<file path="src/rtl/occ_pkg.sv">
// occ_pkg: shared types, indices and reset values of the oscillator and clock generator control.
// assumes one core clock; all oscillator levels arrive already synchronous to it.
package occ_pkg;
   localparam int OCC_NOSC = 4;
   localparam int OCC_NSRC = 6;
   localparam int OCC_STUP_W = 16;
   localparam int OCC_DIV_W = 16;
   localparam int OCC_SEL_W = 3;
   localparam int OCC_PRE_W = 2;
   localparam int OCC_K1_W = 5;
   localparam int OCC_P8_W = 3;

   // oscillator indices
   localparam int OCC_OSC_EXT_HF = 0;
   localparam int OCC_OSC_EXT_CRYSTAL_OSC_32K = 1;
   localparam int OCC_OSC_INT_RC_OSC_32K = 2;
   localparam int OCC_OSC_INT_RC_OSC_8M = 3;

   // generator source indices
   localparam logic [2:0] OCC_SRC_EXT_HF = 3'h0;
   localparam logic [2:0] OCC_SRC_EXT_32K = 3'h1;
   localparam logic [2:0] OCC_SRC_EXT_1K = 3'h2;
   localparam logic [2:0] OCC_SRC_INT_32K = 3'h3;
   localparam logic [2:0] OCC_SRC_INT_1K = 3'h4;
   localparam logic [2:0] OCC_SRC_INT_8M = 3'h5;

   localparam logic [15:0] OCC_STUP_EXT = 16'h4000;
   localparam logic [15:0] OCC_STUP_INT32 = 16'h0082;
   localparam logic [15:0] OCC_STUP_INT8 = 16'h0001;
   localparam logic [1:0] OCC_PRE_DIV8 = 2'h3;
   localparam logic [15:0] OCC_DIV_RST = 16'h0001;

   typedef struct packed {
      logic enable;
      logic on_demand;
      logic run_stby;
      logic write_once;
      logic crystal;
      logic auto_gain;
      logic en_1k;
      logic en_32k;
      logic [OCC_PRE_W-1:0] presc;
      logic [OCC_STUP_W-1:0] startup;
   } occ_src_cfg_t;

   typedef struct packed {
      logic enable;
      logic high_idle;
      logic pin_en;
      logic run_stby;
      logic [OCC_SEL_W-1:0] src_sel;
      logic [OCC_DIV_W-1:0] div;
   } occ_gen_cfg_t;

   localparam occ_src_cfg_t OCC_RST_EXT_HF =
      '{1'b1, 1'b1, 1'b0, 1'b0, 1'b1, 1'b1, 1'b0, 1'b0, 2'h0, OCC_STUP_EXT};
   localparam occ_src_cfg_t OCC_RST_EXT_32K =
      '{1'b1, 1'b1, 1'b0, 1'b0, 1'b1, 1'b0, 1'b0, 1'b1, 2'h0, OCC_STUP_EXT};
   localparam occ_src_cfg_t OCC_RST_INT_32K =
      '{1'b1, 1'b1, 1'b0, 1'b0, 1'b0, 1'b0, 1'b1, 1'b1, 2'h0, OCC_STUP_INT32};
   localparam occ_src_cfg_t OCC_RST_INT_8M =
      '{1'b1, 1'b1, 1'b0, 1'b0, 1'b0, 1'b0, 1'b0, 1'b0, OCC_PRE_DIV8, OCC_STUP_INT8};
   localparam occ_gen_cfg_t OCC_RST_GEN =
      '{1'b0, 1'b0, 1'b0, 1'b0, OCC_SRC_EXT_HF, OCC_DIV_RST};

   typedef enum logic [2:0] {
      OCC_ST_OFF = 3'b001,
      OCC_ST_START = 3'b010,
      OCC_ST_RUN = 3'b100
   } occ_osc_st_t;

   // generator source index to the oscillator behind it
   function automatic logic [1:0] occ_src_osc(input logic [OCC_SEL_W-1:0] sel);
      unique case (sel)
         OCC_SRC_EXT_32K, OCC_SRC_EXT_1K: occ_src_osc = 2'h1;
         OCC_SRC_INT_32K, OCC_SRC_INT_1K: occ_src_osc = 2'h2;
         OCC_SRC_INT_8M: occ_src_osc = 2'h3;
         default: occ_src_osc = 2'h0;
      endcase
   endfunction : occ_src_osc
endpackage : occ_pkg

</file>
<file path="src/rtl/occ_clk_ctrl.sv">
// occ_clk_ctrl: oscillator configuration, run control and generic clock generators.
// assumes oscillator levels and all control ports are synchronous to core_clk_in.
`timescale 1ns/1ps
`default_nettype none
module occ_clk_ctrl #(
   parameter int NGEN = 4
) (
   // clock, reset, enable
   input wire logic core_clk_in,
   input wire logic rst_n_in,
   input wire logic ce_in,
   // sleep
   input wire logic standby_in,
   // oscillator clock levels: ext hf, ext 32k, int 32k, int 8m
   input wire logic [occ_pkg::OCC_NOSC-1:0] osc_lvl_in,
   // peripheral clock requests, one per oscillator
   input wire logic [occ_pkg::OCC_NOSC-1:0] periph_req_in,
   // source configuration writes
   input wire occ_pkg::occ_src_cfg_t src_cfg_in,
   input wire logic [occ_pkg::OCC_NOSC-1:0] src_wr_in,
   // generator configuration writes
   input wire occ_pkg::occ_gen_cfg_t gen_cfg_in,
   input wire logic [NGEN-1:0] gen_wr_in,
   // oscillator state
   output logic [occ_pkg::OCC_NOSC-1:0] osc_en_out,
   output logic [occ_pkg::OCC_NOSC-1:0] osc_rdy_out,
   output logic [1:0] xtal_en_out,
   output logic [1:0] agc_en_out,
   output logic [1:0] lock_out,
   // source clock outputs
   output logic ext_32k_out,
   output logic ext_1k_out,
   output logic int_32k_out,
   output logic int_1k_out,
   output logic int_8m_out,
   // generators
   output logic [NGEN-1:0] gclk_out,
   output logic [NGEN-1:0] gclk_pin_out,
   output logic [NGEN-1:0] gclk_pin_oe_n_out
);
   localparam int HF = occ_pkg::OCC_OSC_EXT_HF;
   localparam int E32 = occ_pkg::OCC_OSC_EXT_CRYSTAL_OSC_32K;
   localparam int I32 = occ_pkg::OCC_OSC_INT_RC_OSC_32K;
   localparam int I8 = occ_pkg::OCC_OSC_INT_RC_OSC_8M;
   localparam int K1_MSB = occ_pkg::OCC_K1_W - 1;

   occ_pkg::occ_src_cfg_t src_q [occ_pkg::OCC_NOSC];
   occ_pkg::occ_gen_cfg_t gen_q [NGEN];
   logic lock_e32_q;
   logic lock_i32_q;
   logic [occ_pkg::OCC_NOSC-1:0] lvl_prev_q;
   logic [occ_pkg::OCC_NSRC-1:0] src_prev_q;
   logic [occ_pkg::OCC_K1_W-1:0] e32_div_q;
   logic [occ_pkg::OCC_K1_W-1:0] i32_div_q;
   logic [occ_pkg::OCC_P8_W-1:0] p8_q;

   logic [occ_pkg::OCC_NOSC-1:0] raw_tick;
   logic [occ_pkg::OCC_NOSC-1:0] osc_req;
   logic [occ_pkg::OCC_NOSC-1:0] osc_en;
   logic [occ_pkg::OCC_NOSC-1:0] osc_rdy;
   logic [occ_pkg::OCC_NSRC-1:0] src_lvl;
   logic [occ_pkg::OCC_NSRC-1:0] src_tick;
   logic [NGEN-1:0] gen_req;
   logic [NGEN-1:0] gen_lvl;
   logic [NGEN-1:0] gen_tick;
   logic [NGEN-1:0] gen_clk;
   logic [NGEN-1:0] gen_pin;
   logic [NGEN-1:0] gen_pin_oe_n;
   logic lvl_8m_div;
   logic wr_e32_ok;
   logic wr_i32_ok;

   // prescaled 8m level from the divide chain
   function automatic logic occ_presc_lvl(input logic raw,
                                          input logic [occ_pkg::OCC_P8_W-1:0] chain,
                                          input logic [occ_pkg::OCC_PRE_W-1:0] presc);
      if (presc == '0) begin
         occ_presc_lvl = raw;
      end else begin
         occ_presc_lvl = chain[presc - 1'b1];
      end
   endfunction : occ_presc_lvl

   // indexed source select, unused codes read low
   function automatic logic occ_pick(input logic [occ_pkg::OCC_NSRC-1:0] vec,
                                     input logic [occ_pkg::OCC_SEL_W-1:0] sel);
      if (sel > occ_pkg::OCC_SRC_INT_8M) begin
         occ_pick = 1'b0;
      end else begin
         occ_pick = vec[sel];
      end
   endfunction : occ_pick

   // locked writes are dropped silently
   assign wr_e32_ok = src_wr_in[E32] & ~lock_e32_q;
   assign wr_i32_ok = src_wr_in[I32] & ~lock_i32_q;

   assign raw_tick = osc_lvl_in & ~lvl_prev_q;
   assign lvl_8m_div = occ_presc_lvl(osc_lvl_in[I8], p8_q, src_q[I8].presc);

   // gated source levels, only once the oscillator is ready
   assign src_lvl[occ_pkg::OCC_SRC_EXT_HF] = osc_lvl_in[HF] & osc_rdy[HF];
   assign src_lvl[occ_pkg::OCC_SRC_EXT_32K] =
      osc_lvl_in[E32] & osc_rdy[E32] & src_q[E32].en_32k;
   assign src_lvl[occ_pkg::OCC_SRC_EXT_1K] =
      e32_div_q[K1_MSB] & osc_rdy[E32] & src_q[E32].en_1k;
   assign src_lvl[occ_pkg::OCC_SRC_INT_32K] =
      osc_lvl_in[I32] & osc_rdy[I32] & src_q[I32].en_32k;
   assign src_lvl[occ_pkg::OCC_SRC_INT_1K] =
      i32_div_q[K1_MSB] & osc_rdy[I32] & src_q[I32].en_1k;
   assign src_lvl[occ_pkg::OCC_SRC_INT_8M] = lvl_8m_div & osc_rdy[I8];
   assign src_tick = src_lvl & ~src_prev_q;

   // requests from peripherals and from generators using each oscillator
   always_comb begin
      osc_req = periph_req_in;
      for (int g = 0; g < NGEN; g++) begin
         if (gen_req[g]) begin
            osc_req[occ_pkg::occ_src_osc(gen_q[g].src_sel)] = 1'b1;
         end
      end
   end

   always_ff @(posedge core_clk_in) begin
      if (!rst_n_in) begin
         src_q[HF] <= occ_pkg::OCC_RST_EXT_HF;
         src_q[E32] <= occ_pkg::OCC_RST_EXT_32K;
         src_q[I32] <= occ_pkg::OCC_RST_INT_32K;
         src_q[I8] <= occ_pkg::OCC_RST_INT_8M;
         lock_e32_q <= 1'b0;
         lock_i32_q <= 1'b0;
      end else if (ce_in) begin
         if (src_wr_in[HF]) begin
            src_q[HF] <= src_cfg_in;
         end
         if (src_wr_in[I8]) begin
            src_q[I8] <= src_cfg_in;
         end
         if (wr_e32_ok) begin
            src_q[E32] <= src_cfg_in;
            lock_e32_q <= src_cfg_in.write_once;
         end
         if (wr_i32_ok) begin
            src_q[I32] <= src_cfg_in;
            lock_i32_q <= src_cfg_in.write_once;
         end
      end
   end

   always_ff @(posedge core_clk_in) begin
      if (!rst_n_in) begin
         for (int g = 0; g < NGEN; g++) begin
            gen_q[g] <= occ_pkg::OCC_RST_GEN;
         end
      end else if (ce_in) begin
         for (int g = 0; g < NGEN; g++) begin
            if (gen_wr_in[g]) begin
               gen_q[g] <= gen_cfg_in;
            end
         end
      end
   end

   // 1k outputs divide the 32k clocks by 32; 8m chain divides by up to 8
   always_ff @(posedge core_clk_in) begin
      if (!rst_n_in) begin
         lvl_prev_q <= '0;
         src_prev_q <= '0;
         e32_div_q <= '0;
         i32_div_q <= '0;
         p8_q <= '0;
      end else if (ce_in) begin
         lvl_prev_q <= osc_lvl_in;
         src_prev_q <= src_lvl;
         if (!osc_rdy[E32]) begin
            e32_div_q <= '0;
         end else if (raw_tick[E32]) begin
            e32_div_q <= e32_div_q + 1'b1;
         end
         if (!osc_rdy[I32]) begin
            i32_div_q <= '0;
         end else if (raw_tick[I32]) begin
            i32_div_q <= i32_div_q + 1'b1;
         end
         if (!osc_rdy[I8]) begin
            p8_q <= '0;
         end else if (raw_tick[I8]) begin
            p8_q <= p8_q + 1'b1;
         end
      end
   end

   // registered oscillator-side outputs
   always_ff @(posedge core_clk_in) begin
      if (!rst_n_in) begin
         xtal_en_out <= '0;
         agc_en_out <= '0;
         lock_out <= '0;
         ext_32k_out <= 1'b0;
         ext_1k_out <= 1'b0;
         int_32k_out <= 1'b0;
         int_1k_out <= 1'b0;
         int_8m_out <= 1'b0;
      end else if (ce_in) begin
         // gain control only matters while a crystal is actually driven
         xtal_en_out[0] <= osc_en[HF] & src_q[HF].crystal;
         xtal_en_out[1] <= osc_en[E32] & src_q[E32].crystal;
         agc_en_out[0] <= osc_en[HF] & src_q[HF].crystal & src_q[HF].auto_gain;
         agc_en_out[1] <= osc_en[E32] & src_q[E32].crystal & src_q[E32].auto_gain;
         lock_out <= {lock_i32_q, lock_e32_q};
         ext_32k_out <= src_lvl[occ_pkg::OCC_SRC_EXT_32K];
         ext_1k_out <= src_lvl[occ_pkg::OCC_SRC_EXT_1K];
         int_32k_out <= src_lvl[occ_pkg::OCC_SRC_INT_32K];
         int_1k_out <= src_lvl[occ_pkg::OCC_SRC_INT_1K];
         int_8m_out <= src_lvl[occ_pkg::OCC_SRC_INT_8M];
      end
   end

   for (genvar i = 0; i < occ_pkg::OCC_NOSC; i++) begin : g_osc
      occ_src_ctl #(
         .STUP_W(occ_pkg::OCC_STUP_W)
      ) u_ctl (
         .clk_in(core_clk_in),
         .rst_n_in(rst_n_in),
         .ce_in(ce_in),
         .enable_in(src_q[i].enable),
         .on_demand_in(src_q[i].on_demand),
         .run_stby_in(src_q[i].run_stby),
         .req_in(osc_req[i]),
         .standby_in(standby_in),
         .tick_in(raw_tick[i]),
         .startup_in(src_q[i].startup),
         .osc_en_out(osc_en[i]),
         .ready_out(osc_rdy[i])
      );
   end

   for (genvar g = 0; g < NGEN; g++) begin : g_gen
      assign gen_lvl[g] = occ_pick(src_lvl, gen_q[g].src_sel);
      assign gen_tick[g] = occ_pick(src_tick, gen_q[g].src_sel);
      occ_gclk_gen #(
         .DIV_W(occ_pkg::OCC_DIV_W)
      ) u_gen (
         .clk_in(core_clk_in),
         .rst_n_in(rst_n_in),
         .ce_in(ce_in),
         .cfg_in(gen_q[g]),
         .standby_in(standby_in),
         .src_lvl_in(gen_lvl[g]),
         .src_tick_in(gen_tick[g]),
         .clk_out(gen_clk[g]),
         .pin_out(gen_pin[g]),
         .pin_oe_n_out(gen_pin_oe_n[g]),
         .req_out(gen_req[g])
      );
   end

   // these are flop outputs of the sub-blocks
   assign osc_en_out = osc_en;
   assign osc_rdy_out = osc_rdy;
   assign gclk_out = gen_clk;
   assign gclk_pin_out = gen_pin;
   assign gclk_pin_oe_n_out = gen_pin_oe_n;
endmodule : occ_clk_ctrl
`default_nettype wire

</file>
<file path="src/rtl/occ_gclk_gen.sv">
// occ_gclk_gen: one generic clock generator, divider and idle level.
// assumes the selected source level and its rising-edge tick come from the top.
`timescale 1ns/1ps
`default_nettype none
module occ_gclk_gen #(
   parameter int DIV_W = occ_pkg::OCC_DIV_W
) (
   // clock and reset
   input wire logic clk_in,
   input wire logic rst_n_in,
   input wire logic ce_in,
   // configuration and sleep
   input wire occ_pkg::occ_gen_cfg_t cfg_in,
   input wire logic standby_in,
   // selected source
   input wire logic src_lvl_in,
   input wire logic src_tick_in,
   // outputs
   output logic clk_out,
   output logic pin_out,
   output logic pin_oe_n_out,
   output logic req_out
);
   logic [DIV_W-1:0] cnt_q;
   logic active;
   logic divided;
   logic wrap;

   assign active = cfg_in.enable & (~standby_in | cfg_in.run_stby);
   assign wrap = (cnt_q + 1'b1) >= cfg_in.div;
   // factor 0 or 1 passes the source; others high for the first half
   assign divided = (cfg_in.div <= DIV_W'(1)) ? src_lvl_in : (cnt_q < (cfg_in.div >> 1));

   always_ff @(posedge clk_in) begin
      if (!rst_n_in) begin
         cnt_q <= '0;
         clk_out <= 1'b0;
         pin_out <= 1'b0;
         pin_oe_n_out <= 1'b1;
         req_out <= 1'b0;
      end else if (ce_in) begin
         if (!active) begin
            cnt_q <= '0;
         end else if (src_tick_in) begin
            cnt_q <= wrap ? '0 : cnt_q + 1'b1;
         end
         clk_out <= active ? divided : cfg_in.high_idle;
         pin_out <= active ? divided : cfg_in.high_idle;
         pin_oe_n_out <= ~cfg_in.pin_en;
         req_out <= active;
      end
   end
endmodule : occ_gclk_gen
`default_nettype wire

</file>
<file path="src/rtl/occ_src_ctl.sv">
// occ_src_ctl: run/start-up sequencing of one oscillator.
// assumes tick_in is a one-cycle pulse per oscillator input cycle.
`timescale 1ns/1ps
`default_nettype none
module occ_src_ctl #(
   parameter int STUP_W = occ_pkg::OCC_STUP_W
) (
   // clock and reset
   input wire logic clk_in,
   input wire logic rst_n_in,
   input wire logic ce_in,
   // control
   input wire logic enable_in,
   input wire logic on_demand_in,
   input wire logic run_stby_in,
   input wire logic req_in,
   input wire logic standby_in,
   input wire logic tick_in,
   input wire logic [STUP_W-1:0] startup_in,
   // state
   output logic osc_en_out,
   output logic ready_out
);
   occ_pkg::occ_osc_st_t st_q;
   logic [STUP_W-1:0] cnt_q;
   logic want;
   logic done;

   assign want = enable_in & (~on_demand_in | req_in) & (~standby_in | run_stby_in);
   assign done = tick_in & ((cnt_q + 1'b1) >= startup_in);

   always_ff @(posedge clk_in) begin
      if (!rst_n_in) begin
         st_q <= occ_pkg::OCC_ST_OFF;
         cnt_q <= '0;
         osc_en_out <= 1'b0;
         ready_out <= 1'b0;
      end else if (ce_in) begin
         unique case (st_q)
            occ_pkg::OCC_ST_OFF: begin
               cnt_q <= '0;
               if (want) begin
                  st_q <= occ_pkg::OCC_ST_START;
                  osc_en_out <= 1'b1;
               end
            end
            occ_pkg::OCC_ST_START: begin
               if (!want) begin
                  st_q <= occ_pkg::OCC_ST_OFF;
                  osc_en_out <= 1'b0;
               end else if (done) begin
                  st_q <= occ_pkg::OCC_ST_RUN;
                  ready_out <= 1'b1;
               end else if (tick_in) begin
                  cnt_q <= cnt_q + 1'b1;
               end
            end
            occ_pkg::OCC_ST_RUN: begin
               // restart always repeats the full start-up delay
               if (!want) begin
                  st_q <= occ_pkg::OCC_ST_OFF;
                  osc_en_out <= 1'b0;
                  ready_out <= 1'b0;
               end
            end
            default: begin
               st_q <= occ_pkg::OCC_ST_OFF;
               osc_en_out <= 1'b0;
               ready_out <= 1'b0;
            end
         endcase
      end
   end
endmodule : occ_src_ctl
`default_nettype wire
</file>
<file path="config.mk">
export PLATFORM = sky130hd
export DESIGN_NAME = occ_clk_ctrl
export DESIGN_NICKNAME = d
export VERILOG_FILES = /design/src/rtl/occ_pkg.sv /design/src/rtl/occ_clk_ctrl.sv /design/src/rtl/occ_gclk_gen.sv /design/src/rtl/occ_src_ctl.sv
export SDC_FILE = /design/constraint.sdc
export NUM_CORES = 1
export LEC_CHECK = 0
export ABC_AREA = 1
export BUFFER_PORTS_ARGS = -buffer_cell sky130_fd_sc_hd__buf_2
export CORE_UTILIZATION = 45
export CTS_BUF_LIST = sky130_fd_sc_hd__clkbuf_2
export DETAILED_ROUTE_END_ITERATION = 6
export GPL_ROUTABILITY_DRIVEN = 0
export PLACE_DENSITY = 0.75
export SETUP_SLACK_MARGIN = 0.15
export SLEW_MARGIN = 10
export SYNTH_ARGS = -nofsm -noshare
export SYNTH_HDL_FRONTEND = slang
export SYNTH_SLANG_ARGS = --single-unit
</file>
<file path="constraint.sdc">
create_clock -name core_clk_in -period 2.6 [get_ports core_clk_in]
set_input_delay 0 -clock core_clk_in [delete_from_list [all_inputs] [get_ports core_clk_in]]
set_output_delay 0 -clock core_clk_in [all_outputs]
set_load 0.05 [all_outputs]
</file>
# After elaboration in Yosys (flattened, before gate mapping)
# Memories as Yosys holds them, arrays and structs flattened.
# Index checks and enable logic that the tools add are counted.
# classes
n_addsub	12
order_cmp	33
eq_ne	71
muxes	174
bitwise	75
reduce_logical	46
# op_table
operator	count
2-to-1 mux 16 bit	24
adder 16 x 1 -> 16 bit, second input constant	8
greater-or-equal comparator 16 bit	8
one-hot mux 16 bit (2 select lines)	4
2-to-1 mux 26 bit	4
2-to-1 mux 23 bit	4
2-to-1 mux 1 bit	79
less-or-equal comparator 16 x 1 -> 1 bit, second input constant	4
< comparator 16 x 15 -> 1 bit	4
2-to-1 mux 3 bit	18
AND reduction 5 bit	8
!= test 2 bit, second input constant	19
== test 3 x 2 -> 1 bit, second input constant	12
== test 3 bit, second input constant	12
one-hot mux 3 bit (3 select lines)	4
AND 1 bit	32
!= test 2 x 1 -> 1 bit, second input constant	16
binary-select mux 1 bit (select 3 bit)	8
== test 3 x 1 -> 1 bit, second input constant	8
one-hot mux 2 bit (3 select lines)	4
OR reduction 2 bit	12
2-to-1 mux 5 bit	4
OR 1 bit	20
AND reduction 2 bit	9
25 further kinds	86
# word_totals
reg_bits	196
ramBits	196
elab_cells	460
memories	2
# mem_list
memory	depth	word_bits	read_ports	rd_clocked_by_memory_dff	wr	line	rtl
src_q	4	26	4	0	4	occ_clk_ctrl.sv:47	occ_pkg::occ_src_cfg_t src_q [occ_pkg::OCC_NOSC];
gen_q	4	23	4	0	4	occ_clk_ctrl.sv:48	occ_pkg::occ_gen_cfg_t gen_q [NGEN];

# Longest topological paths before layout
# Gate-level depths: netlist (run 1).
# depth
word_depth	21
mapped_depth	21
ltp_nobuf	21

# Modules after synthesis
# A second synthesis (run 1) with hierarchy kept.
# hier_totals
cells_unflattened	3332
hier_area_um2	24387.1
# by_module_without_submodules
mod	instances	cells_each	area_per_inst_um2	seq_area_each_um2
occ_clk_ctrl	1	800	8622.0	5965.7
occ_gclk_gen	4	337	2059.5	380.4
occ_src_ctl	4	296	1881.8	420.4

# Least setup slack after synthesis (run 1)
# No wires, ideal clock.
# synth_timing
path_type	reg2reg
startpoint	reg g_gen[1].u_gen.cnt_q[0]
endpoint	reg g_gen[1].u_gen.cnt_q[10]
arrival_time_ps	2801
required_time_ps	2530
setup_slack_ps	-271
path_stages_with_launch	18
synth_period_minus_slack_ps	2871
cell_sequence	dfxtp_1 -> ha_1 -> nand3_1 -> nor2_1 -> nand3_1 -> nor3b_1 -> xor2_1 -> ha_1 -> nand2_1 -> inv_1 -> nand3_1 -> inv_1 -> nand2_1 -> nand3_1 -> a211oi_2 -> clkbuf_1 -> nand3_1 -> a21oi_1
# synth_between
elab_chain_cells	5
# synth_lines
item	line	rtl
from (decl)	occ_gclk_gen.sv:24	logic [DIV_W-1:0] cnt_q;
from (signal assigned)	occ_gclk_gen.sv:45	cnt_q <= wrap ? '0 : cnt_q + 1'b1;
adder 16 x 1 -> 16 bit *	occ_gclk_gen.sv:30, occ_gclk_gen.sv:45	
greater-or-equal comparator 16 bit	occ_gclk_gen.sv:30	assign wrap = (cnt_q + 1'b1) >= cfg_in.div;
2-to-1 mux 16 bit *	occ_gclk_gen.sv:45	
2-to-1 mux 16 bit *	occ_gclk_gen.sv:44	end else if (src_tick_in) begin
2-to-1 mux 16 bit *	occ_gclk_gen.sv:42	if (!active) begin
# Every way passes the cells marked *; elsewhere a longest branch is shown, timed or not. The select of a mux whose other input is x is not followed.
# A chain may end at the register's enable or synchronous reset.

# Worst setup path after layout (run 1)
# layout_timing
startpoint	reg g_osc[3].u_ctl.cnt_q[2]
endpoint	reg g_osc[3].u_ctl.cnt_q[10]
# layout_between
elab_chain_cells	5
# layout_lines
item	line	rtl
from (decl)	occ_src_ctl.sv:25	logic [STUP_W-1:0] cnt_q;
from (signal assigned)	occ_src_ctl.sv:55	cnt_q <= cnt_q + 1'b1;
adder 16 x 1 -> 16 bit *	occ_src_ctl.sv:30, occ_src_ctl.sv:55	
greater-or-equal comparator 16 bit / 2-to-1 mux 16 bit (equally long branches)	occ_src_ctl.sv:30, occ_src_ctl.sv:54	
AND 1 bit / 2-to-1 mux 16 bit (equally long branches)	occ_src_ctl.sv:30, occ_src_ctl.sv:51	
!= test 2 bit (no source line) / 2-to-1 mux 16 bit (equally long branches)	-	
AND reduction 5 bit (no source line) / one-hot mux 16 bit (2 select lines) (equally long branches)	-	
# Marked as above.

==> results of run 1 <==
final cells by class:
class                      instances  area [um2]  area share [%]
antenna                            7        17.5          0.0528
clock buffer                     139         696            2.10
clock inverter                    38         243           0.732
inverter                         495        1880            5.68
multi-input combinational       2145       14800            44.5
sequential                       369        9300            28.0
tap                              672         841            2.53
timing repair buffer             640        5410            16.3
timing repair inverter             1        11.3          0.0339
report_power, final:
group | total (mW) | internal (mW) | switching (mW) | leakage, nW
clock | 4.54 | 1.76 | 2.78 | 0.698
sequential | 6.87 | 6.54 | 0.330 | 3.38
combinational | 4.76 | 1.84 | 2.93 | 11.1
total | 16.2 | 10.1 | 6.04 | 15.2
timing repair:
action                                  in CTS  in global routing
pin swaps                                  149                208
endpoints found under the setup margin     144                164
buffers inserted                            76                 38
gates resized for setup                    367                384
gates cloned                                 5                  3
hold endpoints to repair                   547                  3
hold buffers                               166                  1
registers in the layout, indices dropped and copies added (netlist names), 5 cells and up:
signal             count
e32_div_q              5
g_gen.u_gen.cnt_q     64
g_osc.u_ctl.cnt_q     64
g_osc.u_ctl.st_q      12
gen_q                 92
i32_div_q              5
src_prev_q             6
src_q                 86
cell usage after synthesis (11+ instances only):
| library cell | n |
|---|---|
| inv_2 | 12 |
| nand4_1 | 68 |
| edfxtp_1 | 178 |
| nand3_1 | 184 |
| xor2_1 | 78 |
| nor3_1 | 95 |
| nand2_1 | 640 |
| o21ai_0 | 85 |
| a21oi_1 | 233 |
| nor4_1 | 15 |
| o21a_1 | 11 |
| clkbuf_1 | 47 |
| buf_1 | 13 |
| inv_1 | 478 |
| ha_1 | 196 |
| nor3b_1 | 19 |
| nor2_1 | 416 |
| dfxtp_1 | 191 |
| buf_4 | 28 |
| nand2_2 | 13 |
layout by cell type, fill, tap and decap left out, types with 13 or more instances in the layout:
master,count
a21oi_1,152
a21oi_2,83
buf_12,13
buf_2,98
buf_4,312
buf_6,43
clkbuf_2,139
clkinv_1,28
dfxtp_1,131
dfxtp_2,39
dfxtp_4,21
dlygate4sd3_1,166
edfxtp_1,178
ha_1,162
ha_4,33
inv_1,425
inv_2,60
nand2_1,539
nand2_2,89
nand2_4,25
nand3_1,113
nand3_2,53
nand3_4,25
nand4_1,68
nor2_1,350
nor2_2,41
nor2_4,33
nor3_1,38
nor3_2,27
nor3_4,35
nor3b_2,17
o21ai_0,54
o21ai_1,22
o21ai_2,16
xor2_1,53
xor2_2,20
through the flow:
stage / utilization [%] / hold slack [ns] / std cells / cell area [um2]
floorplan: - / 0.153 / 3108 / 23600
global placement: 52.4 / 0.284 / 4035 / 26500
detailed placement: 52.4 / 0.295 / 4035 / 26500
CTS: 61.9 / 0.0194 / 4459 / 31200
global route: 65.7 / 0.175 / 4505 / 33200
finish: 65.7 / 0.191 / 4506 / 33200
cells by family after synthesis:
logic type | count (synthesis) | share of synthesized area, %
and+or+nand+nor | 1492 | 27.8
buffers and inverters | 595 | 10.2
AOI/OAI and AO/OA | 375 | 8.77
DFF | 369 | 39.5
adders and majority gates | 196 | 10.6
xor gates and xnor gates | 81 | 3.06
worst max-delay path by stage:
| stage | start | endpoint | slack (ns) | cells past startpoint |
|---|---|---|---|---|
| floorplan | g_osc[0].u_ctl.cnt_q[0] | g_osc[0].u_ctl.cnt_q[5] | 0.06 | 21 |
| global placement | g_gen[0].u_gen.cnt_q[3] | g_gen[0].u_gen.cnt_q[13] | -0.11 | 17 |
| detailed placement | g_gen[1].u_gen.cnt_q[7] | g_gen[1].u_gen.cnt_q[1] | -0.20 | 13 |
| CTS | g_osc[1].u_ctl.cnt_q[0] | g_osc[1].u_ctl.cnt_q[11] | -0.16 | 17 |
| global route | g_osc[3].u_ctl.cnt_q[2] | g_osc[3].u_ctl.cnt_q[10] | -0.55 | 18 |
| finish | g_osc[3].u_ctl.cnt_q[2] | g_osc[3].u_ctl.cnt_q[10] | -0.44 | 18 |
worst reg2reg max path, delay by kind of cell (launching register included):
| family | cells | cell delay [ns] |
|---|---|---|
| AND/OR/NAND/NOR | 13 | 1.84 |
| flip-flops | 1 | 0.40 |
| buffers and inverters | 4 | 0.33 |
| adder cells (fa/ha/maj) | 1 | 0.32 |
metal layers:
metal,wire (um),vias to the layer above,track usage [%],share of wire (%)
met1,29900,11600,32.6,35
li1,-,11500,-,-
met4,5370,0,15.7,6.3
met2,41000,1499,49.0,49
met5,0,-,0,0
met3,8240,475,6.55,9.7
==> summary.md, run 1 <==
| Metric | Value |
|---|---|
| FP Rows | `between 80 and 90` |
| Run status | `finished with violations` |
| DRC | `0` |
| Share of layout cells above drive strength 1 | `33.8%` |
| Critical Path RT | `3.61 ns` |
| # setup viols final | `about 120` |
| Post-synth EDFFs | `178` |
| Worst-path clk slew | `roughly 0.11 ns` |
| Min-Delay Path Depth | `9` |
| Average wire per standard cell | `between 15 and 20 um` |
| DR vias | `25100` |
| Crit end category | `register` |
| Worst r2r dst | `g_osc[3].u_ctl.cnt_q[10]` |
| Worst EP arrival | `slightly above 4 ns` |
| Slew Viols, Final | `0` |
| Syn_area_per_cell | `between 7 and 8 um2` |
| Most used cell, CP | `nand3_4` |
| Syn nets | `3373` |
| IO buf count | `99` |
| Hold Path End | `g_osc[0].u_ctl.osc_en_out` |
| Dpl ws | `-0.195 ns` |
| Unrepaired setup endpoints after global routing | `true` |
| Max-Cap Viols | `0` |
| CTS sink cnt | `369` |
| Static leakage | `15.2 nW` |
| Full die area | `around 52000 um2` |
| Critical path, cell by cell | `nand3_4 > inv_4 > nand2_4 > nor2_4 > buf_4 > nand4_1 > nand2_2 > inv_1 > ha_1 > nand4_1 > nor3_4 > nand3_2 > nand3_4 > nand3_4 > nand2_8 > inv_8 > nor2_1 > nor2_1` |
| Peak VDD IR | `455 uV` |
| # nets final | `about 4000` |
| Synth top area share | `23.0%` |
| Num ports | `100` |
| Cell variety after synth | `between 40 and 50` |
| Failing checks | `setup timing` |
| Post-synth ARST share | `0%` |
| Number of CTS-inserted buffers | `95` |
| Crit path kind | `register to register` |
| Clock root cell | `clkbuf_2` |
| Initial DRT Pass Iterations | `7` |
| Worst-margin pin slew | `roughly 1.2 ns` |
| Critical R2R Launch | `g_osc[3].u_ctl.cnt_q[2]` |
| Cells after Synth | `3108` |
| Largest net degree at the start of global routing | `88` |
| Critical path peak fanout | `7` |
| Mapped cell area | `between 20000 and 25000 um2` |
| Post-DR vias/cell | `around 5.6` |
| CTS tree | `yes` |
| Synthesis Warnings | `0` |
| Setup Skew | `0.140 ns` |
| Post-synth top area cell | `edfxtp_1` |
| Min-delay src | `periph_req_in[0]` |
| # fillers | `3557` |
| CP startpoint kind | `register` |
| Worst min path class | `input port to register` |
| Post-layout power | `between 15 and 20 mW` |
| Final min period | `3.04 ns` |
| Peak Freq | `about 330 MHz` |
| Top Family by Delay on Critical Path | `simple AND/OR/NAND/NOR gates` |
| Max_slew headroom | `17.5%` |
| Synth top area cells | `edfxtp_1 23%, dfxtp_1 16%, ha_1 11%` |
| Worst-skew pair later-pin latency | `approximately 1.2 ns` |
| CP max stage delay | `around 0.4 ns` |
| ANT nets after route | `0` |
| Core Footprint | `a little over 50000 um2` |
| Area growth syn-to-layout | `43.0%` |
| Final Cycle Share | `117%` |
| Most used DFF post-synth | `dfxtp_1` |
| Flip-flop and latch count after synthesis | `roughly 370` |
| Total global routing track utilization | `about 28%` |
| Final Hold Fails | `0` |
| R2R Setup Slk | `-0.44 ns` |
| R2R depth | `18` |
| Initial antenna violation count | `3` |
| CTS H-tree lvls | `3` |
| DRT iter0 DRCs | `2848` |
| First-pass GRT wire length | `120000 um` |
| Initial Utilization | `between 40% and 50%` |
| Register area share after synthesis | `39.5%` |
| Setup TNS | `-27.15 ns` |
| Die height | `between 200 and 250 um` |
| Number of global-route vias before repair | `24000` |
| Drt total wl | `approximately 85000 um` |
| Clk buf depth | `3` |
| Slowest-stage cell, CP | `dfxtp_4` |
| Die X | `between 200 and 250 um` |
| PD cells | `between 400 and 500 nW/um2` |
| Post-route setup slack | `-0.441 ns` |
| Worst path buffer plus inverter count | `4` |
| Detail Placement HPWL | `47100 um` |
| Total grt overflow | `0` |
(Power assumes the default switching activity.)
==> run 2: changes to the inputs <==
--- a/config.mk
+++ b/config.mk
@@ -16,4 +16,5 @@
 export SLEW_MARGIN = 10
 export SYNTH_ARGS = -nofsm -noshare
 export SYNTH_HDL_FRONTEND = slang
+export SYNTH_HIERARCHICAL = 1
 export SYNTH_SLANG_ARGS = --single-unit
==> run 2 against run 1 <==
Compared with the run above: the run still ends with setup timing left; sequential share of layout area fell by 0.95 points; synthesized cell count increased by 7.2%; first-iteration DRC count increased by 13%; worst setup slack improved by 0.12 ns; critical path depth grew 3; register-to-register slack better by 0.12 ns; routed wire length up 8.3%; clock-buffer cell count up 2; critical endpoint is now g_osc[1].u_ctl/cnt_q[4].
==> summary.md, run 2 <==
| Metric | Value |
|---|---|
| Biggest register | `gen_q` |
| CP startpoint kind | `register` |
| Die X | `around 230 um` |
| Setup TNS | `-16.88 ns` |
| Final Hold Fails | `0` |
| Detail Placement HPWL | `roughly 47000 um` |
| DRC | `0` |
| Peak VDD IR | `~430 uV` |
| Setup Skew | `between 0.1 and 0.15 ns` |
| Worst hold slack | `between 0.1 and 0.15 ns` |
| Max_slew headroom | `between 20 and 25%` |
| Post-DR vias/cell | `5.67` |
| CP max stage delay | `0.41 ns` |
| Most used DFF post-synth | `dfxtp_1` |
| First-pass GRT wire length | `between 100000 and 150000 um` |
| Worst-path clk slew | `~0.14 ns` |
| IO buf count | `99` |
| Final Cycle Share | `113%` |
| Non-filler cells, final | `approximately 4800` |
| Clock root cell | `clkbuf_2` |
| Total global routing track utilization | `slightly below 30%` |
| Failing checks | `setup timing` |
| Run status | `finished with violations` |
| Cells after Synth | `around 3300` |
| Top flop regs | `gen_q (92), src_q (86)` |
| Critical path peak fanout | `8` |
| Synth top area cells | `edfxtp_1 22%, dfxtp_1 16%, nand2_1 11%` |
| ANT nets after route | `0` |
| Initial DRT Pass Iterations | `6` |
| Final min period | `between 2 and 3 ns` |
| Post-synth top cells | `734 x nand2_1, 529 x inv_1, 429 x nor2_1` |
| Synth top area share | `between 20% and 30%` |
| Post-layout power | `16.0 mW` |
| Full die area | `about 55000 um2` |
| Critical path, cell by cell | `nand3_4 > buf_4 > inv_1 > nand3_1 > xor2_1 > inv_1 > ha_4 > nand2_1 > inv_1 > nand2_2 > nor2_1 > nor2_1 > nand2_1 > nand2_2 > nand3_2 > nand2_4 > buf_12 > buf_12 > buf_16 > a21oi_2 > nor2_1` |
| Slowest-stage cell, CP | `dfxtp_4` |
| Flip-flop and latch count after synthesis | `about 370` |
| # setup viols final | `118` |
| Largest net degree at the start of global routing | `55` |
| CTS H-tree lvls | `3` |
| Syn_area_per_cell | `between 7 and 8 um2` |
| Most common cell in the netlist | `nand2_1` |
| Initial Utilization | `~46%` |
| Post-synth EDFFs | `~180` |
| Largest register FFs | `92` |
| # nets final | `4283` |
| Total grt overflow | `0` |
| Syn nets | `3597` |
| Worst-skew pair later-pin latency | `about 1.2 ns` |
| Drt total wl | `91600 um` |
| Peak Freq | `around 340 MHz` |
| Die height | `235 um` |
| PD cells | `about 470 nW/um2` |
| DRT iter0 DRCs | `between 3000 and 4000` |
| Most common cell after layout, fill and taps aside | `nand2_1` |
| Share of layout cells above drive strength 1 | `between 30% and 40%` |
| Clk buf depth | `3` |
| FP Rows | `84` |
| Area growth syn-to-layout | `41.1%` |
| Post-synth top area cell | `edfxtp_1` |
| Worst EP arrival | `approximately 4.0 ns` |
| Average wire per standard cell | `19.1 um` |
| Critical Path RT | `around 3.6 ns` |
| Synthesis Warnings | `6` |
| Mapped cell area | `between 20000 and 25000 um2` |
| Unrepaired setup endpoints after global routing | `true` |
| Most frequent cells in the layout | `636 x nand2_1, 501 x inv_1, 391 x nor2_1` |
| Slew Viols, Final | `0` |
| Cell variety after synth | `43` |
| Core Footprint | `about 53000 um2` |
| Worst-margin pin slew | `approximately 1.1 ns` |
| Final instance area | `around 34000 um2` |
| CTS tree | `yes` |
| DP Cell Count | `about 4200` |
| Initial antenna violation count | `5` |
| Number of CTS-inserted buffers | `between 90 and 100` |
| Post-route setup slack | `-0.326 ns` |
| Max-Cap Viols | `0` |
| CTS sink cnt | `roughly 370` |
| Static leakage | `roughly 16 nW` |
| Worst min path class | `input port to register` |
| Post-synth ARST share | `0%` |
| Register area share after synthesis | `37.6%` |
| Crit path kind | `register to register` |
| Area post-placement | `about 27000 um2` |
| DR vias | `around 27000` |
| Number of global-route vias before repair | `25900` |
| Crit end category | `register` |
| Num ports | `100` |
run 2: power by group:
group / switching [mW] / total, mW / internal [mW] / leakage (nW)
clock network: 2.85 / 4.37 / 1.51 / 0.675
logic: 2.84 / 4.72 / 1.88 / 12.2
registers: 0.397 / 6.95 / 6.56 / 3.38
total: 6.09 / 16.0 / 9.95 / 16.3
run 2: area by class of cell:
type	instances	area (um2)
inverter	551	2080
fill	3770	18700
clock inverter	42	204
antenna	4	10.0
multi-input combinational	2321	15200
clock buffer	141	706
tap	688	861
timing repair buffer	677	6050
sequential	369	9320
run 2: repair_timing:
action / CTS / global route
pin swaps: 191 / 226
setup endpoints to repair: 135 / 149
hold endpoints to repair: 547 / 1
hold buffers: 151 / 1
buffers inserted: 145 / 51
gates cloned: 14 / 3
resized for setup: 378 / 355
run 2: path summary, 6_finish.rpt:
kind / slack, ns / cells past startpoint / endpoint / startpoint
hold reg to reg: 0.39 / 1 / g_gen[0].u_gen/pin_oe_n_out / gen_q[0][20]
hold / removal: 0.13 / 8 / g_osc[0].u_ctl/st_q[2] / standby_in
setup / recovery: -0.33 / 21 / g_osc[1].u_ctl/cnt_q[4] / g_osc[1].u_ctl/cnt_q[0]
setup reg to reg: -0.33 / 21 / g_osc[1].u_ctl/cnt_q[4] / g_osc[1].u_ctl/cnt_q[0]
run 2: logic make-up after synthesis:
| kind of cell | synth area share [%] |
|---|---|
| fa+ha+maj | 10.1 |
| buf+inv | 10.7 |
| xor+xnor | 2.09 |
| compound gates | 8.33 |
| simple gates | 31.2 |
| flops | 37.6 |
run 2: critical path: cells and delay by family, from the launching register on:
family          cells  cell delay [ns]
compound gates      1             0.14
xor+xnor            1             0.18
fa+ha+maj           1             0.30
buf+inv             7             0.80
flops               1             0.41
simple gates       11             0.96
run 2: metal layers:
metal / share of wire [%] / track usage [%] / up-vias / wire (um)
li1: - / - / 12300 / -
met1: 35 / 32.9 / 12400 / 31900
met2: 48 / 50.4 / 1870 / 43600
met3: 10 / 7.04 / 614 / 9210
met4: 7.5 / 17.8 / 2 / 6850
met5: 0.014 / 0 / - / 13
run 2: stage by stage:
step / worst slack (ns) / util (%)
6_report: -0.326 / 64.9
5_1_grt: -0.375 / 64.9
4_1_cts: -0.0698 / 61.1
3_5_place_dp: -0.141 / 50.9
3_3_place_gp: -0.0617 / 50.9
2_1_floorplan: 0.110 / -
